[config.mk]
export PLATFORM = sky130hd
export DESIGN_NAME = qdsw_dev_flat
export DESIGN_NICKNAME = d
export VERILOG_FILES = /design/src/qdsw_pkg.sv /design/src/qdsw_if.sv /design/src/qdsw_dev.sv /design/src/flat_wrapper.sv
export SDC_FILE = /design/constraint.sdc
export NUM_CORES = 1
export LEC_CHECK = 0
export BUFFER_PORTS_ARGS = -buffer_cell sky130_fd_sc_hd__buf_2
export CAP_MARGIN = 0
export CORE_MARGIN = 3
export CORE_UTILIZATION = 52
export DETAILED_ROUTE_END_ITERATION = 7
export GPL_ROUTABILITY_DRIVEN = 0
export PLACE_DENSITY = 0.85
export SLEW_MARGIN = 20
export SYNTH_ARGS = -nofsm -noshare
export SYNTH_HDL_FRONTEND = slang
export SYNTH_SLANG_ARGS = --single-unit
[constraint.sdc]
create_clock -name i_sys_clk -period 1.76 [get_ports i_sys_clk]
set_input_delay 0.352 -clock i_sys_clk [delete_from_list [all_inputs] [get_ports i_sys_clk]]
set_output_delay 0.352 -clock i_sys_clk [all_outputs]
set_load 0.005 [all_outputs]
[src/qdsw_pkg.sv]
// qdsw_pkg: constants shared by both ends of the dac serial write link
// assumes a 200 MHz system clock on each end
package qdsw_pkg;
	localparam int unsigned QDSW_WORD_BITS = 16;
	localparam int unsigned QDSW_CNT_W = 5;
	localparam int unsigned QDSW_SYS_MHZ = 200;
	// power-down exit delay in nanoseconds
	localparam int unsigned QDSW_PD_EXIT_NS = 2500;
	localparam int unsigned QDSW_PD_EXIT_CYC =
		(QDSW_PD_EXIT_NS * QDSW_SYS_MHZ + 999) / 1000;
	localparam int unsigned QDSW_PD_CNT_W = 10;
	// host link clock half period in system cycles
	localparam int unsigned QDSW_HALF_DIV = 8;
	localparam int unsigned QDSW_DIV_W = 8;
	localparam logic [QDSW_WORD_BITS-1:0] QDSW_WORD_RST = 16'h0000;
	typedef enum logic [1:0] {
		QDSW_IDLE = 2'b00,
		QDSW_LOW = 2'b01,
		QDSW_HIGH = 2'b11,
		QDSW_END = 2'b10
	} qdsw_state_type;
endpackage : qdsw_pkg

[src/qdsw_if.sv]
// qdsw_if: three-wire link plus chain output between host and device
// assumes the bench samples these nets, and drives the host side itself when no host is attached
`timescale 1ns/100ps
interface qdsw_if;
	logic sclk;
	logic sync_n;
	logic din;
	logic serial_data_out;
	modport host (output sclk, output sync_n, output din,
		input serial_data_out);
	modport dev (input sclk, input sync_n, input din,
		output serial_data_out);
endinterface : qdsw_if

[src/qdsw_dev.sv]
// qdsw_dev: device end, shifts in 16-bit words on falling link clock
// assumes link pins are asynchronous to i_sys_clk
//
// Summary of operation
// output release follows power-down rise after delay
// data bit sampled on falling link clock
// host makes clock, low frame, 16-bit words
// host changes data on rising clock edges
// spi host uses cpol 0, cpha 1
// byte host holds frame across two bytes
// most significant bit comes first
// falling-shift host drives clock inverted
// only one frame select active at once
// decoder disabled while addresses change
// chain enable high passes data onward
// 16 edges taken, then standalone ignores clocks
// early frame rise abandons the word
// overflow bits driven out on rising edge
// host gives exactly 16N clocks per frame
`timescale 1ns/100ps
module qdsw_dev
	import qdsw_pkg::*;
(
	// clock and reset
	input wire logic i_sys_clk,
	input wire logic i_rst,
	// link
	qdsw_if.dev link,
	// user side
	input wire logic i_chain_enable,
	input wire logic i_power_down_n,
	output logic [qdsw_pkg::QDSW_WORD_BITS-1:0] o_word,
	output logic o_word_valid,
	output logic o_out_enable
);
	import qdsw_pkg::*;
	// two-flop synchroniser for all pins: link, chain enable, power-down
	logic [4:0] s1_q, s2_q, s1_d, s2_d;
	logic sck_prev_q, sck_prev_d;
	logic [QDSW_WORD_BITS-1:0] sh_q, sh_d, word_q, word_d;
	logic [QDSW_CNT_W-1:0] cnt_q, cnt_d;
	logic vld_q, vld_d, sdo_q, sdo_d, oe_q, oe_d;
	logic [QDSW_PD_CNT_W-1:0] pd_q, pd_d;
	logic sck, syn_n, dat, chain, pdn, fall, rise;
	assign sck = s2_q[0];
	assign syn_n = s2_q[1];
	assign dat = s2_q[2];
	assign chain = s2_q[3];
	assign pdn = s2_q[4];
	assign fall = sck_prev_q & ~sck;
	assign rise = ~sck_prev_q & sck;
	always_comb begin
		s1_d = {i_power_down_n, i_chain_enable, link.din, link.sync_n,
			link.sclk};
		s2_d = s1_q;
		sck_prev_d = sck;
		sh_d = sh_q;
		cnt_d = cnt_q;
		word_d = word_q;
		vld_d = 1'b0;
		sdo_d = sdo_q;
		if (syn_n) begin
			cnt_d = '0;
		end else if (fall && (chain || cnt_q < 5'(QDSW_WORD_BITS))) begin
			sh_d = {sh_q[QDSW_WORD_BITS-2:0], dat};
			if (cnt_q < 5'(QDSW_WORD_BITS))
				cnt_d = cnt_q + 5'h01;
			if (cnt_q == 5'(QDSW_WORD_BITS - 1) && !chain) begin
				word_d = {sh_q[QDSW_WORD_BITS-2:0], dat};
				vld_d = 1'b1;
			end
		end
		if (chain && !syn_n && rise)
			sdo_d = sh_q[QDSW_WORD_BITS-1];
		if (chain && !sck_prev_q && syn_n == 1'b1 && cnt_q == 5'(QDSW_WORD_BITS)) begin
			word_d = sh_q;
			vld_d = 1'b1;
		end
		pd_d = pd_q;
		oe_d = oe_q;
		if (!pdn) begin
			pd_d = '0;
			oe_d = 1'b0;
		end else if (pd_q < 10'(QDSW_PD_EXIT_CYC)) begin
			pd_d = pd_q + 10'h001;
		end else begin
			oe_d = 1'b1;
		end
	end
	always_ff @(posedge i_sys_clk or posedge i_rst) begin
		if (i_rst) begin
			// idle levels: clock low, frame high, so no false edge
			s1_q <= 5'h02;
			s2_q <= 5'h02;
			sck_prev_q <= 1'b0;
			sh_q <= QDSW_WORD_RST;
			cnt_q <= '0;
			word_q <= QDSW_WORD_RST;
			vld_q <= 1'b0;
			sdo_q <= 1'b0;
			pd_q <= '0;
			oe_q <= 1'b0;
		end else begin
			s1_q <= s1_d;
			s2_q <= s2_d;
			sck_prev_q <= sck_prev_d;
			sh_q <= sh_d;
			cnt_q <= cnt_d;
			word_q <= word_d;
			vld_q <= vld_d;
			sdo_q <= sdo_d;
			pd_q <= pd_d;
			oe_q <= oe_d;
		end
	end
	assign link.serial_data_out = sdo_q;
	assign o_word = word_q;
	assign o_word_valid = vld_q;
	assign o_out_enable = oe_q;
endmodule : qdsw_dev

[src/flat_wrapper.sv]
// flat-port wrapper written by rule: the top's interface ports become plain ports
module qdsw_dev_flat import qdsw_pkg::*;
  (i_sys_clk, i_rst, i_chain_enable, i_power_down_n, o_word, o_word_valid, o_out_enable, link_sclk, link_sync_n, link_din, link_serial_data_out);
  qdsw_if link_i ();
  input wire logic i_sys_clk;
  input wire logic i_rst;
  input wire logic i_chain_enable;
  input wire logic i_power_down_n;
  output logic [qdsw_pkg::QDSW_WORD_BITS-1:0] o_word;
  output logic o_word_valid;
  output logic o_out_enable;
  input wire logic [$bits(link_i.sclk)-1:0] link_sclk;
  input wire logic [$bits(link_i.sync_n)-1:0] link_sync_n;
  input wire logic [$bits(link_i.din)-1:0] link_din;
  output wire logic [$bits(link_i.serial_data_out)-1:0] link_serial_data_out;
  assign link_i.sclk = link_sclk;
  assign link_i.sync_n = link_sync_n;
  assign link_i.din = link_din;
  assign link_serial_data_out = link_i.serial_data_out;
  qdsw_dev u_core (.i_sys_clk(i_sys_clk), .i_rst(i_rst), .link(link_i), .i_chain_enable(i_chain_enable), .i_power_down_n(i_power_down_n), .o_word(o_word), .o_word_valid(o_word_valid), .o_out_enable(o_out_enable));
endmodule
==> flow_metrics.tcl <==
set metrics [dict create \
    numCtsBuffers 9 \
    drt_pass1_iterations 4 \
    period_needed_ns 1.71 \
    synth_top_cell_by_area "dfrtp_1" \
    layout-drive-gt1-share 0.320 \
    ant_nets 0 \
    hold_violations 0 \
    netlist_area_mm2 0.00269 \
    switching_share 0.243 \
    report.final.setup_viol 0 \
    tightest_slew_ns 0.546 \
    critPathRequiredTime_ns 1.96 \
    skew_ns 0.00985 \
    switchingPower_mw 0.706 \
    final_common_cell "dfrtp_1" \
    route.vias.total 2020 \
    port_buffers 25 \
    grt_overflow_total 0 \
    cts_tree "yes" \
    ios 26 \
    dp_hpwl_um 3650 \
    syn_avg_cell_area_um2 11.4 \
    synth_top_area_share 0.550 \
    critPathMaxFanout 17 \
    rows 25 \
    ir_drop_mv 0.543 \
    routed_wirelength_um 5820 \
    power_frac_comb 0.069 \
    clkTransAtPathRegs_ns 0.07 \
    p_leak_nw 1.49 \
    synth-edff-count 0 \
    power_density_mw_per_mm2 913 \
    dieWidth_um 77.9 \
    slew_headroom 0.634 \
    p_int_mw 2.20 \
    grt_pass1_wl_um 9480 \
    drcViolationCount 0 \
    grt_max_degree 25 \
    drt-initial-drc-count 199 \
    crit_chain "buf_4 > or3b_2 > o21ai_0 > a31oi_1" \
    critPathSlowestCell "or3b_2" \
    synth.area.top_cells "dfrtp_1 (55%), mux2_2 (7.1%), a31oi_1 (4.0%)" \
    first_global_vias 1993 \
    max_freq_mhz 584 \
    instances_no_fill 345 \
    synth_cells 236 \
    post-place-cells 324 \
    worst_ep_arrival_time_ns 1.92 \
    synth_seq_cells 61 \
    via_per_inst 5.86 \
    clock_power_share 0.370 \
    crit_family "simple AND/OR/NAND/NOR gates" \
    root_buffer "clkbuf_8" \
    worstSetupPathType "flop to flop" \
    synth_nets 247 \
    dieArea_mm2 0.00606 \
    mostFrequentLayoutCells "dfrtp_1 (59), buf_2 (25), mux2_2 (17), nand3_1 (17), a31oi_1 (17)" \
    die_y_um 77.9 \
    worst_hold_slack_ns 0.0111 \
    worst-path-buf-inv 1 \
    nets 284 \
    htreeDepth 3 \
    antenna_cells 0 \
    synthArstFlopShare 1.00 \
    critPathMaxStageDelay_ns 0.70 \
    seqPwrFrac 0.561 \
    grt_antenna_before_repair 0 \
    grt_usage 0.206 \
    status "completed" \
    synth-seq-area-share 0.569 \
    clk_latency_ns 0.33 \
    critPathLaunchType "flop" \
    wl_per_cell_um 16.9 \
    slew_violations 0 \
    numClockSinks 61 \
    hp-class "primary input to asynchronous set/reset pin" \
    areaGrowthSynthToFinish_pct 18.7 \
    cts_buffer_depth 2 \
    cts_hold_buf 0 \
    fin_crit_sh 0.973 \
    cap_violations 0 \
    rsz0062_at_grt "yes" \
    ys.warnings.count 0 \
    synthDistinctLibCells 40 \
    core_area_mm2 0.00485 \
    start_util 0.554 \
    end_kind "flop" \
    synthFlopType "dfrtp_1" \
]
[synthesized netlist by cell type (all sizes together), types with 3 or more instances]
| master | instances |
|---|---|
| ha | 4 |
| nand2b | 3 |
| a31oi | 17 |
| nand2 | 10 |
| o21ai | 21 |
| clkbuf | 10 |
| nor3b | 4 |
| inv | 10 |
| or3b | 5 |
| dfrtp | 59 |
| mux2 | 17 |
| nand4b | 3 |
| nor3 | 16 |
| nand3 | 17 |
| mux2i | 6 |
| a21oi | 6 |
| buf | 6 |
[power groups by stage]
stage | logic [mW] | registers, mW | clock network, mW
after floorplan | 0.155 | 1.61 | 0
after global placement | 0.189 | 1.63 | 0
after detailed placement | 0.199 | 1.64 | 0
after CTS | 0.202 | 1.62 | 1.10
after global routing | 0.224 | 1.65 | 1.16
final | 0.200 | 1.63 | 1.08
[metrics by stage]
stage / worst slack [ns] / util / cell area (um^2) / setup TNS, ns / total power [mW]
3_3_place_gp: -0.239 / 0.603 / 2920 / -3.52 / 1.82
6_report: 0.0482 / 0.658 / 3190 / 0 / 2.91
2_1_floorplan: -0.0374 / - / 2720 / -0.337 / 1.76
3_5_place_dp: -0.327 / 0.603 / 2920 / -4.65 / 1.84
4_1_cts: -0.0371 / 0.644 / 3120 / -0.235 / 2.92
5_1_grt: -0.0195 / 0.658 / 3190 / -0.0381 / 3.03
[area by class of cell]
cell class                      count  area (um^2)
Clock buffer                       15          166
Clock inverter                      1         5.00
Fill cell                         351         1660
Inverter                           10         41.3
Multi-Input combinational cell    151         1110
Sequential cell                    61         1530
Tap cell                           67         83.8
Timing Repair Buffer               40          254
[metal layers]
| metal | part of all wire | up-vias | GRT usage |
|---|---|---|---|
| met2 | 0.51 | 82 | 0.331 |
| met5 | 0 | - | 0 |
| met1 | 0.40 | 983 | 0.250 |
| met4 | 0.025 | 0 | 0.0854 |
| li1 | - | 939 | - |
| met3 | 0.065 | 16 | 0.0766 |
[state kept, by name (all words and copies together) (netlist names)]
register	count
u_core.sck_prev_q	1
u_core.cnt_q	5
u_core.link.serial_data_out	1
u_core.o_out_enable	1
u_core.s1_q	5
u_core.o_word_valid	1
u_core.s2_q	5
u_core.sh_q	16
u_core.pd_q	10
u_core.o_word	16
[final timing paths]
kind,start,end,slack [ns],cells past startpoint
max in group asynchronous,i_rst,u_core.pd_q[5],1.15,3
worst min register to register,u_core.s1_q[2],u_core.s2_q[2],0.35,0
worst max-delay path,u_core.s2_q[1],u_core.o_word[10],0.05,4
worst min-delay path,i_rst,u_core.pd_q[2],0.01,2
min in group i_sys_clk,link_sync_n,u_core.s1_q[1],0.12,1
worst max register to register,u_core.s2_q[1],u_core.o_word[10],0.05,4
[cells by family (layout without fill, tap and decap cells)]
family,after synthesis,after routing,synth area share
multiplexers,23,23,0.0937
flip-flops,61,61,0.569
buffers and inverters,26,66,0.0471
XOR/XNOR,1,1,0.00326
AND/OR/NAND/NOR,71,73,0.156
AO/OA/AOI/OAI,50,50,0.112
adder cells (fa/ha/maj),4,4,0.0186
[what timing repair did]
item,4_1_cts,5_1_grt
setup endpoints to repair,16,21
hold endpoints to repair,0,0
resized for setup,1,19
cloned,0,2
buffers inserted,3,0
pin swaps,0,1
Note: power is estimated with default switching activity, not from simulation.
